--- src/logic/appc_defs.svh ---
/*
  Constants for the audio port pad pull control block: register indices,
  byte addresses, field positions and reset values.
  Assumes it is included by bare name by every file that needs a number.
*/
`ifndef APPC_DEFS_SVH
`define APPC_DEFS_SVH

`define APPC_IDX_PORT1    12'hC23
`define APPC_IDX_PORT2    12'hC24
`define APPC_IDX_PORT3    12'hC25
`define APPC_IDX_FLOAT    12'hC26
`define APPC_BYTE_ADDR(i) ({2'b00, (i), 2'b00})

`define APPC_FRAME_PU     5
`define APPC_FRAME_PD     4
`define APPC_BCLK_PU      3
`define APPC_BCLK_PD      2
`define APPC_RX_PU        1
`define APPC_RX_PD        0

`define APPC_PULL_W       6
`define APPC_PULL_RESET   6'h00
`define APPC_FLOAT_RESET  3'h0
`define APPC_NPORTS       3
`define APPC_NPINS        3
`define APPC_NPADS        9

`endif

--- src/logic/appc_pkg.sv ---
/*
  Types shared by the audio port pad pull control modules.
  Assumes appc_defs.svh holds the numbers.
*/
package appc_pkg;

    typedef logic [5:0] appc_pull_t;
    typedef logic [2:0] appc_pinvec_t;

    typedef enum logic [1:0] {
        APPC_PIN_RX    = 2'b00,
        APPC_PIN_BCLK  = 2'b01,
        APPC_PIN_FRAME = 2'b10
    } appc_pin_t;

    typedef enum logic [2:0] {
        APPC_SEL_NONE  = 3'b000,
        APPC_SEL_PORT1 = 3'b001,
        APPC_SEL_PORT2 = 3'b010,
        APPC_SEL_PORT3 = 3'b011,
        APPC_SEL_FLOAT = 3'b100
    } appc_sel_t;

endpackage

--- src/logic/appc_pad_if.sv ---
/*
  Per-pad signal bundle between the control top, the pad keeper and the
  pad driver.
  Assumes one instance per audio port pin, all in the pclk domain.
*/
`timescale 1ns/1ps
interface appc_pad_if;
    logic pu_bit;
    logic pd_bit;
    logic float_en;
    logic core_drive;
    logic core_level;
    logic pin_in;
    logic pullup_en;
    logic pulldown_en;
    logic keeper_en;
    logic keeper_level;
    logic pin_out;
    logic pin_oe_n;

    modport ctrl (output pu_bit, pd_bit, float_en, core_drive, core_level, pin_in,
                  input pullup_en, pulldown_en, keeper_en, keeper_level, pin_out, pin_oe_n);
    modport keeper (input pu_bit, pd_bit, pin_in,
                    output pullup_en, pulldown_en, keeper_en, keeper_level);
    modport driver (input float_en, core_drive, core_level,
                    output pin_out, pin_oe_n);
endinterface

--- src/logic/appc_pad_pull_ctrl.sv ---
/*
  Top of the audio port pad pull control: APB register file and nine pads.
  Assumes an APB master on pclk and pad cells that resolve the wire level
  from the pull, keeper and drive signals and return it on pin_in.
*/
// The implementer's own choice: the APB register port.
`timescale 1ns/1ps
`include "appc_defs.svh"

// Overview of operation
// - Frame clock, bit clock and receive data pins each get pull-up and pull-down.
// - Each pull has its own bit; 1 enables, 0 disables; reset disables all.
// - Both bits set on one pin enables a keeper instead of two pulls.
// - Active keeper holds the pin at its last level while nobody drives it.
// - Bit 5 enables frame clock pull-up, bit 4 frame clock pull-down.
// - Bit 3 enables bit clock pull-up, bit 2 bit clock pull-down.
// - Bit 1 enables receive data pull-up, bit 0 receive data pull-down.
// - Port float control releases that port's output pins, leaving pulls or keeper.
module appc_pad_pull_ctrl
    import appc_pkg::*;
(
    input  wire logic                pclk,
    input  wire logic                presetn,
    input  wire logic                psel,
    input  wire logic                penable,
    input  wire logic                pwrite,
    input  wire logic [15:0]         paddr,
    input  wire logic [31:0]         pwdata,
    input  wire logic [3:0]          pstrb,
    output logic      [31:0]         prdata,
    output logic                     pready,
    output logic                     pslverr,
    input  wire appc_pkg::appc_pinvec_t p1_core_drive,
    input  wire appc_pkg::appc_pinvec_t p1_core_level,
    input  wire appc_pkg::appc_pinvec_t p1_pin_in,
    output appc_pkg::appc_pinvec_t   p1_pin_out,
    output appc_pkg::appc_pinvec_t   p1_pin_oe_n,
    input  wire appc_pkg::appc_pinvec_t p2_core_drive,
    input  wire appc_pkg::appc_pinvec_t p2_core_level,
    input  wire appc_pkg::appc_pinvec_t p2_pin_in,
    output appc_pkg::appc_pinvec_t   p2_pin_out,
    output appc_pkg::appc_pinvec_t   p2_pin_oe_n,
    input  wire appc_pkg::appc_pinvec_t p3_core_drive,
    input  wire appc_pkg::appc_pinvec_t p3_core_level,
    input  wire appc_pkg::appc_pinvec_t p3_pin_in,
    output appc_pkg::appc_pinvec_t   p3_pin_out,
    output appc_pkg::appc_pinvec_t   p3_pin_oe_n,
    output logic                     p1_frame_clock_pullup_en,
    output logic                     p1_frame_clock_pulldown_en,
    output logic                     p1_bit_clock_pullup_en,
    output logic                     p1_bit_clock_pulldown_en,
    output logic                     p1_rx_data_pullup_en,
    output logic                     p1_rx_data_pulldown_en,
    output logic                     p2_frame_clock_pullup_en,
    output logic                     p2_frame_clock_pulldown_en,
    output logic                     p2_bit_clock_pullup_en,
    output logic                     p2_bit_clock_pulldown_en,
    output logic                     p2_rx_data_pullup_en,
    output logic                     p2_rx_data_pulldown_en,
    output logic                     p3_frame_clock_pullup_en,
    output logic                     p3_frame_clock_pulldown_en,
    output logic                     p3_bit_clock_pullup_en,
    output logic                     p3_bit_clock_pulldown_en,
    output logic                     p3_rx_data_pullup_en,
    output logic                     p3_rx_data_pulldown_en,
    output appc_pkg::appc_pinvec_t   p1_keeper_en,
    output appc_pkg::appc_pinvec_t   p1_keeper_level,
    output appc_pkg::appc_pinvec_t   p2_keeper_en,
    output appc_pkg::appc_pinvec_t   p2_keeper_level,
    output appc_pkg::appc_pinvec_t   p3_keeper_en,
    output appc_pkg::appc_pinvec_t   p3_keeper_level
);
    import appc_pkg::*;

    appc_pull_t   pull_ctrl      [0:`APPC_NPORTS-1];
    appc_pull_t   next_pull_ctrl [0:`APPC_NPORTS-1];
    appc_pinvec_t float_ctrl;
    appc_pinvec_t next_float_ctrl;
    logic [31:0]  next_prdata;
    logic         next_pslverr;
    logic         setup_phase;
    logic         access_phase;
    appc_sel_t    sel;

    appc_pinvec_t drive_a  [0:`APPC_NPORTS-1];
    appc_pinvec_t level_a  [0:`APPC_NPORTS-1];
    appc_pinvec_t in_a     [0:`APPC_NPORTS-1];
    appc_pinvec_t out_a    [0:`APPC_NPORTS-1];
    appc_pinvec_t oe_n_a   [0:`APPC_NPORTS-1];
    appc_pinvec_t pu_a     [0:`APPC_NPORTS-1];
    appc_pinvec_t pd_a     [0:`APPC_NPORTS-1];
    appc_pinvec_t keep_a   [0:`APPC_NPORTS-1];
    appc_pinvec_t klevel_a [0:`APPC_NPORTS-1];

    appc_pad_if pad [0:`APPC_NPADS-1] ();

    // Only exact word addresses hit; everything else errors
    function automatic appc_sel_t decode_sel(input logic [15:0] a);
        case (a)
            `APPC_BYTE_ADDR(`APPC_IDX_PORT1): decode_sel = APPC_SEL_PORT1;
            `APPC_BYTE_ADDR(`APPC_IDX_PORT2): decode_sel = APPC_SEL_PORT2;
            `APPC_BYTE_ADDR(`APPC_IDX_PORT3): decode_sel = APPC_SEL_PORT3;
            `APPC_BYTE_ADDR(`APPC_IDX_FLOAT): decode_sel = APPC_SEL_FLOAT;
            default:                          decode_sel = APPC_SEL_NONE;
        endcase
    endfunction

    function automatic int pull_pos(input int pin, input logic up);
        case (appc_pin_t'(pin[1:0]))
            APPC_PIN_FRAME: pull_pos = up ? `APPC_FRAME_PU : `APPC_FRAME_PD;
            APPC_PIN_BCLK:  pull_pos = up ? `APPC_BCLK_PU  : `APPC_BCLK_PD;
            APPC_PIN_RX:    pull_pos = up ? `APPC_RX_PU    : `APPC_RX_PD;
            default:        pull_pos = up ? `APPC_RX_PU    : `APPC_RX_PD;
        endcase
    endfunction

    assign setup_phase  = psel & ~penable;
    assign access_phase = psel & penable;
    assign sel          = decode_sel(paddr);
    // Read data was captured in setup, so no wait state is needed
    assign pready       = access_phase;

    always_comb begin
        next_pull_ctrl  = pull_ctrl;
        next_float_ctrl = float_ctrl;
        next_prdata     = prdata;
        next_pslverr    = pslverr;
        if (setup_phase) begin
            next_pslverr = (sel == APPC_SEL_NONE);
            next_prdata  = 32'h00000000;
            if (!pwrite) begin
                case (sel)
                    APPC_SEL_PORT1: next_prdata = {26'h0, pull_ctrl[0]};
                    APPC_SEL_PORT2: next_prdata = {26'h0, pull_ctrl[1]};
                    APPC_SEL_PORT3: next_prdata = {26'h0, pull_ctrl[2]};
                    APPC_SEL_FLOAT: next_prdata = {29'h0, float_ctrl};
                    default:        next_prdata = 32'h00000000;
                endcase
            end
        end
        // Used bits all sit in byte lane 0
        if (access_phase && pwrite && pstrb[0]) begin
            case (sel)
                APPC_SEL_PORT1: next_pull_ctrl[0] = pwdata[`APPC_PULL_W-1:0];
                APPC_SEL_PORT2: next_pull_ctrl[1] = pwdata[`APPC_PULL_W-1:0];
                APPC_SEL_PORT3: next_pull_ctrl[2] = pwdata[`APPC_PULL_W-1:0];
                APPC_SEL_FLOAT: next_float_ctrl   = pwdata[`APPC_NPORTS-1:0];
                default:        next_float_ctrl   = float_ctrl;
            endcase
        end
    end

    always_ff @(posedge pclk or negedge presetn) begin
        if (!presetn) begin
            for (int n = 0; n < `APPC_NPORTS; n++) begin
                pull_ctrl[n] <= `APPC_PULL_RESET;
            end
            float_ctrl <= `APPC_FLOAT_RESET;
            prdata     <= 32'h00000000;
            pslverr    <= 1'b0;
        end else begin
            pull_ctrl  <= next_pull_ctrl;
            float_ctrl <= next_float_ctrl;
            prdata     <= next_prdata;
            pslverr    <= next_pslverr;
        end
    end

    assign drive_a[0] = p1_core_drive;
    assign drive_a[1] = p2_core_drive;
    assign drive_a[2] = p3_core_drive;
    assign level_a[0] = p1_core_level;
    assign level_a[1] = p2_core_level;
    assign level_a[2] = p3_core_level;
    assign in_a[0]    = p1_pin_in;
    assign in_a[1]    = p2_pin_in;
    assign in_a[2]    = p3_pin_in;

    for (genvar g = 0; g < `APPC_NPORTS; g++) begin : g_port
        for (genvar k = 0; k < `APPC_NPINS; k++) begin : g_pin
            localparam int IDX = g * `APPC_NPINS + k;
            assign pad[IDX].pu_bit     = pull_ctrl[g][pull_pos(k, 1'b1)];
            assign pad[IDX].pd_bit     = pull_ctrl[g][pull_pos(k, 1'b0)];
            assign pad[IDX].float_en   = float_ctrl[g];
            assign pad[IDX].core_drive = drive_a[g][k];
            assign pad[IDX].core_level = level_a[g][k];
            assign pad[IDX].pin_in     = in_a[g][k];
            assign pu_a[g][k]          = pad[IDX].pullup_en;
            assign pd_a[g][k]          = pad[IDX].pulldown_en;
            assign keep_a[g][k]        = pad[IDX].keeper_en;
            assign klevel_a[g][k]      = pad[IDX].keeper_level;
            assign out_a[g][k]         = pad[IDX].pin_out;
            assign oe_n_a[g][k]        = pad[IDX].pin_oe_n;

            appc_pin_keeper u_keeper (
                .pclk    (pclk),
                .presetn (presetn),
                .pad     (pad[IDX])
            );
            appc_pin_driver u_driver (
                .pclk    (pclk),
                .presetn (presetn),
                .pad     (pad[IDX])
            );
        end
    end

    assign p1_pin_out      = out_a[0];
    assign p2_pin_out      = out_a[1];
    assign p3_pin_out      = out_a[2];
    assign p1_pin_oe_n     = oe_n_a[0];
    assign p2_pin_oe_n     = oe_n_a[1];
    assign p3_pin_oe_n     = oe_n_a[2];
    assign p1_keeper_en    = keep_a[0];
    assign p2_keeper_en    = keep_a[1];
    assign p3_keeper_en    = keep_a[2];
    assign p1_keeper_level = klevel_a[0];
    assign p2_keeper_level = klevel_a[1];
    assign p3_keeper_level = klevel_a[2];

    assign p1_frame_clock_pullup_en   = pu_a[0][APPC_PIN_FRAME];
    assign p1_frame_clock_pulldown_en = pd_a[0][APPC_PIN_FRAME];
    assign p1_bit_clock_pullup_en     = pu_a[0][APPC_PIN_BCLK];
    assign p1_bit_clock_pulldown_en   = pd_a[0][APPC_PIN_BCLK];
    assign p1_rx_data_pullup_en       = pu_a[0][APPC_PIN_RX];
    assign p1_rx_data_pulldown_en     = pd_a[0][APPC_PIN_RX];
    assign p2_frame_clock_pullup_en   = pu_a[1][APPC_PIN_FRAME];
    assign p2_frame_clock_pulldown_en = pd_a[1][APPC_PIN_FRAME];
    assign p2_bit_clock_pullup_en     = pu_a[1][APPC_PIN_BCLK];
    assign p2_bit_clock_pulldown_en   = pd_a[1][APPC_PIN_BCLK];
    assign p2_rx_data_pullup_en       = pu_a[1][APPC_PIN_RX];
    assign p2_rx_data_pulldown_en     = pd_a[1][APPC_PIN_RX];
    assign p3_frame_clock_pullup_en   = pu_a[2][APPC_PIN_FRAME];
    assign p3_frame_clock_pulldown_en = pd_a[2][APPC_PIN_FRAME];
    assign p3_bit_clock_pullup_en     = pu_a[2][APPC_PIN_BCLK];
    assign p3_bit_clock_pulldown_en   = pd_a[2][APPC_PIN_BCLK];
    assign p3_rx_data_pullup_en       = pu_a[2][APPC_PIN_RX];
    assign p3_rx_data_pulldown_en     = pd_a[2][APPC_PIN_RX];

    // Pad enables follow the register bits one edge after the write
    chk_frame_write: assert property (@(posedge pclk) disable iff (!presetn)
        access_phase && pwrite && pstrb[0] && sel == APPC_SEL_PORT1 |=>
        p1_frame_clock_pullup_en == ($past(pwdata[`APPC_FRAME_PU]) && !$past(pwdata[`APPC_FRAME_PD])))
        else $error("frame clock pull-up not from bit 5");

    chk_bclk_write: assert property (@(posedge pclk) disable iff (!presetn)
        access_phase && pwrite && pstrb[0] && sel == APPC_SEL_PORT2 |=>
        p2_bit_clock_pulldown_en == ($past(pwdata[`APPC_BCLK_PD]) && !$past(pwdata[`APPC_BCLK_PU])))
        else $error("bit clock pull-down not from bit 2");

    chk_rx_write: assert property (@(posedge pclk) disable iff (!presetn)
        access_phase && pwrite && pstrb[0] && sel == APPC_SEL_PORT3 |=>
        p3_keeper_en[APPC_PIN_RX] == ($past(pwdata[`APPC_RX_PU]) && $past(pwdata[`APPC_RX_PD])))
        else $error("receive data keeper not from bits 1 and 0");

    chk_hold_no_write: assert property (@(posedge pclk) disable iff (!presetn)
        !(access_phase && pwrite) |=> $stable(p1_rx_data_pullup_en) && $stable(p2_frame_clock_pullup_en))
        else $error("pull enable changed without a write");

    // Lane zero carries every used bit, so its strobe gates the write
    chk_strobe_off: assert property (@(posedge pclk) disable iff (!presetn)
        access_phase && pwrite && !pstrb[0] |=> $stable(pull_ctrl[0]) && $stable(float_ctrl))
        else $error("write without lane zero strobe landed");

    // Read data is the register as it stood at the setup edge
    chk_read_port: assert property (@(posedge pclk) disable iff (!presetn)
        setup_phase && !pwrite && sel == APPC_SEL_PORT1 |=> prdata == {26'h0, $past(pull_ctrl[0])})
        else $error("port one read data wrong");

    chk_read_float: assert property (@(posedge pclk) disable iff (!presetn)
        setup_phase && !pwrite && sel == APPC_SEL_FLOAT |=> prdata == {29'h0, $past(float_ctrl)})
        else $error("float control read data wrong");

    chk_unmapped_err: assert property (@(posedge pclk) disable iff (!presetn)
        setup_phase && sel == APPC_SEL_NONE |=> pready && pslverr)
        else $error("unmapped access not flagged");

    chk_unmapped_zero: assert property (@(posedge pclk) disable iff (!presetn)
        setup_phase && sel == APPC_SEL_NONE |=> prdata == 32'h0)
        else $error("unmapped access returned data");

    // Release and drive must follow the float bit without a lag
    chk_float_port: assert property (@(posedge pclk) disable iff (!presetn)
        access_phase && pwrite && pstrb[0] && sel == APPC_SEL_FLOAT && pwdata[0] |=> p1_pin_oe_n == 3'h7)
        else $error("port one outputs not released");

    chk_float_follow: assert property (@(posedge pclk) disable iff (!presetn)
        access_phase && pwrite && pstrb[0] && sel == APPC_SEL_FLOAT && !pwdata[1] |=>
        p2_pin_oe_n == ~p2_core_drive)
        else $error("port two outputs not driven after float clear");

    // Main scenarios the bench should reach
    cov_keeper_on: cover property (@(posedge pclk) disable iff (!presetn) p1_keeper_en[APPC_PIN_FRAME]);

    cov_float_keep: cover property (@(posedge pclk) disable iff (!presetn) float_ctrl[1] && p2_keeper_en != 3'h0);

    cov_err_access: cover property (@(posedge pclk) disable iff (!presetn) pready && pslverr);

    cov_strobe_skip: cover property (@(posedge pclk) disable iff (!presetn) access_phase && pwrite && !pstrb[0]);

    cov_write_read: cover property (@(posedge pclk) disable iff (!presetn)
        access_phase && pwrite ##1 setup_phase && !pwrite ##1 access_phase);
endmodule

--- src/logic/appc_pin_driver.sv ---
/*
  Output stage of one pad: drive or release under the port float control.
  Assumes the core drive request and level are synchronous to pclk.
*/
`timescale 1ns/1ps
module appc_pin_driver (
    input wire logic    pclk,
    input wire logic    presetn,
    appc_pad_if.driver  pad
);
    // Active low enable; float wins over any core drive request
    assign pad.pin_oe_n = ~(pad.core_drive & ~pad.float_en);
    assign pad.pin_out  = pad.core_level;

    chk_float_release: assert property (@(posedge pclk) disable iff (!presetn)
        pad.float_en |-> pad.pin_oe_n)
        else $error("pad driven while port floated");
    chk_drive_pass: assert property (@(posedge pclk) disable iff (!presetn)
        !pad.float_en && pad.core_drive |-> !pad.pin_oe_n && pad.pin_out == pad.core_level)
        else $error("pad not driven on request");
endmodule

--- src/logic/appc_pin_keeper.sv ---
/*
  Pull and keeper decode for one pad, plus the last-level holder.
  Assumes pin_in is the resolved pad level, synchronous to pclk.
*/
`timescale 1ns/1ps
module appc_pin_keeper (
    input wire logic    pclk,
    input wire logic    presetn,
    appc_pad_if.keeper  pad
);
    logic keeper_level;
    logic next_keeper_level;

    // Both bits set means keeper, never two opposing pulls
    assign pad.pullup_en   = pad.pu_bit & ~pad.pd_bit;
    assign pad.pulldown_en = pad.pd_bit & ~pad.pu_bit;
    assign pad.keeper_en   = pad.pu_bit & pad.pd_bit;

    // Tracks always so the held level is ready the moment drivers let go
    always_comb begin
        next_keeper_level = pad.pin_in;
    end

    always_ff @(posedge pclk or negedge presetn) begin
        if (!presetn) begin
            keeper_level <= 1'b0;
        end else begin
            keeper_level <= next_keeper_level;
        end
    end

    assign pad.keeper_level = keeper_level;

    chk_keeper_pair: assert property (@(posedge pclk) disable iff (!presetn)
        pad.keeper_en == (pad.pu_bit && pad.pd_bit))
        else $error("keeper enable does not match pull bits");
    chk_pull_exclusive: assert property (@(posedge pclk) disable iff (!presetn)
        !(pad.pullup_en && pad.pulldown_en) && !(pad.keeper_en && (pad.pullup_en || pad.pulldown_en)))
        else $error("opposing pulls enabled together");
    chk_keeper_holds: assert property (@(posedge pclk) disable iff (!presetn)
        pad.keeper_en && $stable(pad.pin_in) |=> pad.keeper_level == $past(pad.pin_in))
        else $error("keeper lost the last level");
endmodule

--- config.mk ---
export PLATFORM = sky130hd
export DESIGN_NAME = appc_pad_pull_ctrl
export DESIGN_NICKNAME = d
export VERILOG_FILES = /design/src/logic/appc_pkg.sv /design/src/logic/appc_pad_if.sv /design/src/logic/appc_pad_pull_ctrl.sv /design/src/logic/appc_pin_driver.sv /design/src/logic/appc_pin_keeper.sv
export VERILOG_INCLUDE_DIRS = /design/src /design/src/logic
export SDC_FILE = /design/constraint.sdc
export NUM_CORES = 1
export LEC_CHECK = 0
export BUFFER_PORTS_ARGS = -buffer_cell sky130_fd_sc_hd__buf_2
export CORE_MARGIN = 2
export CORE_UTILIZATION = 42
export CTS_CLUSTER_DIAMETER = 120
export DETAILED_ROUTE_END_ITERATION = 7
export PLACE_DENSITY = 0.82
export REMOVE_ABC_BUFFERS = 1
export SLEW_MARGIN = 10
export SYNTH_ARGS = -nofsm -noshare
export SYNTH_HDL_FRONTEND = slang
export SYNTH_HIERARCHICAL = 1
export SYNTH_SLANG_ARGS = --single-unit
--- constraint.sdc ---
create_clock -name pclk -period 1.2 [get_ports pclk]
set_clock_uncertainty 0.05 [all_clocks]
set_input_delay 0.12 -clock pclk [delete_from_list [all_inputs] [get_ports pclk]]
set_output_delay 0.12 -clock pclk [all_outputs]
set_load 0.03 [all_outputs]
==> impl_metrics.ini <==
[die]
dieWidth_um = 80.6
die_h_um = 80.6
die_area_um2 = 6490
io_pins = 172
coreArea_um2 = 5570
initial_core_util = 0.442
rows = 27

[clock_tree]
htreeDepth = 2
cts_made_buffers = 5
cts_sinks = 37
cts_root_buf = clkbuf_8
worstSkewPairLatency_ps = 290
clkTransAtPathRegs_ps = 80
clockBufferDepth = 2
cts_tree = done

[power_and_ir_drop]
p_leak_nw = 1.88
switchingPower_mw = 0.774
internal_power_mw = 1.97
power_density_nw_per_um2 = 773
power_mw = 2.75
ir_drop_mv = 0.747
swShare = 0.282
p_comb_frac = 0.183
pwr-share-seq = 0.461
pwr-share-clk = 0.356

[grt]
antenna_found_initial = 0
grt_pass1_wl_um = 10100
busiest_layer = met2
grt_pass1_vias = 2068
grt_max_degree = 38
gr-usage-met3 = 0.0775
grtUsageTotal = 0.206
grt_use_met2 = 0.358
overflow = 0
gr-usage-met1 = 0.241

[yosys]
yosys-top-cells-area = dfrtp_1 (38%), buf_4 (22%), mux2_2 (7.3%), mux2_4 (3.7%), and2b_2 (3.2%)
ys_seq_elements = 37
synth_top_area_frac = 0.376
yosysWarnings = 6
yosysTopAreaCell = dfrtp_1
ys_types = 35
syn_inst = 242
ys_seq_area_frac = 0.376
syn-cell-area_um2 = 2460
synth_area_per_cell_um2 = 10.2

[cells_and_area]
multiInputGateArea_um2 = 1230
fill_cells = 425
antenna_cells = 0
utilization = 0.637
fin_area_um2 = 3550
syn_to_final_growth_pct = 44.2
final_cell_mix = buf_2 (62), buf_4 (45), buf_6 (38), dfrtp_1 (36), conb_1 (26)
drive_gt1_frac = 0.628
nets = 435
seqCellArea_um2 = 927
mostFrequentLayoutCell = buf_2

[timing]
rsz0062_at_grt = true
setup_violations = 42
finalCritPeriodShare = 1.65
hold_viol = 0
fmax_mhz = 506
slew_viol_final = 0
fin_ws_ps = -776
finalCriticalPeriod_ps = 1980

[worst_hold_path]
hold_depth = 2
hold_start = pwdata[3]
hp-class = input port to flop

[place]
io_buffers = 98
post_dp_cell_area_um2 = 2750
place.gp.congestion = 0.882
dp_hpwl_um = 4430

[route]
drc = 0
drt_iter0_drc = 130
drtAntennaViolNets = 0
vias = 2083
wl_per_cell_um = 16.4
avgViaCountPerCell = 4.91
first_pass_iters = 4
wl_um = 6950

[outcome]
failed_checks = negative setup slack
status = complete, but fails checks

[critical_path]
critPathLaunchType = input port
arrival_ps = 2100
setup.worst_path.start = paddr[11]
worst_setup_path_end_kind = flop
slowest_delay_ps = 540
worstPathMaxFanout = 6
r2r_cells = 4
slowest_stage = or4b_4
cp.required_ps = 1330
r2r-start = pad[3].pd_bit
crit_chain = buf_6 > or4b_4 > or4_4 > or4_4 > mux2_4
worst-setup-path-type = input port to flop
crit_top_cell = or4_4

[job]
maxCapViolCount = 0
final timing paths:
| path | end | slack, ps |
|---|---|---|
| min in group asynchronous | g_port[1].g_pin[1].u_keeper/pad.keeper_level | 260 |
| worst max-delay path | pad[3].pd_bit | -780 |
| max in group asynchronous | pad[0].pd_bit | 640 |
| worst min-delay path | pad[4].pu_bit | 30 |
| worst max register to register | prdata[0] | -90 |
| worst min register to register | prdata[0] | 440 |
synthesized netlist by cell type:
master and instances:
buf_4 71, mux2i_1 5, nor3_2 2, and2_2 9, nor2b_1 10, nor4_1 3, nand2_1 3, o21ai_0 6
or4_1 2, nand3b_1 2, clkbuf_1 6, mux2_4 6, or3b_1 1, nand2b_1 12, or4_4 1, nand4_1 4
or2_2 2, nor2_1 4, and2b_2 9, mux2_2 16, a32oi_1 1, nand3_1 1, or4b_2 2, buf_2 1
conb_1 1, inv_1 2, a21oi_1 3, dfrtp_1 37, or4b_4 1, a31oi_1 6, xnor2_1 1, or3b_2 1
buf_1 1, and2_1 6, nor3_1 4
sequential cells by signal, summed over array words and instances (netlist names):
| name | flops |
|---|---|
| g_port.g_pin.u_keeper/pad.keeper_level | 9 |
| pad.pu_bit | 9 |
| float_ctrl | 3 |
| pad.pd_bit | 9 |
| prdata | 6 |
| pslverr | 1 |
kinds of logic (layout without fill, tap and decap cells):
logic type             after synthesis  count (layout)  synth area share
multiplexers                        27              27             0.130
buffers and inverters               81             166             0.232
XOR/XNOR                             1               1           0.00356
AND/OR/NAND/NOR                     79              79             0.220
other                                1              26           0.00152
AO/OA/AOI/OAI                       16              16            0.0371
flip-flops                          37              37             0.376
per-stage QoR:
| step | cells | hold slack, ps | TNS, ps | setup WS [ps] |
|---|---|---|---|---|
| final | 424 | 32.0 | -18570 | -776 |
| after global routing | 424 | 41.0 | -20040 | -805 |
| after CTS | 420 | 32.3 | -18180 | -806 |
| after detailed placement | 380 | 49.1 | -26280 | -1130 |
| after global placement | 380 | 49.9 | -25540 | -1090 |
| after floorplan | 188 | -226 | -21270 | -1080 |
power groups by stage:
stage	registers [mW]	logic, mW	clock network [mW]
floorplan	1.32	0.188	0
global placement	1.29	0.408	0
detailed placement	1.29	0.414	0
CTS	1.26	0.467	1.00
global route	1.27	0.537	1.05
finish	1.27	0.504	0.978
cell type report:
cell class | instances | area share
clock buffer | 7 | 0.0271
clock inverter | 1 | 0.00246
inverter | 2 | 0.00211
multi-input combinational | 149 | 0.345
sequential | 37 | 0.261
tap | 72 | 0.0254
timing repair buffer | 156 | 0.337
critical path: cells and delay by family:
family        cells  cell delay [ps]
buf+inv           1               90
mux               1              320
simple gates      3             1560
metal layers:
metal / routed length (um) / share of wire
met5: 0 / 0
met4: 129 / 0.019
met3: 689 / 0.099
met2: 3530 / 0.51
met1: 2610 / 0.37
timing repair:
action	4_1_cts	5_1_grt
hold endpoints to repair	46	0
buffers inserted	23	7
hold buffers	10	0
pin swaps	5	10
cloned	0	0
setup endpoints to repair	59	60
resized for setup	88	42
Power figures use the tool's default switching activity.
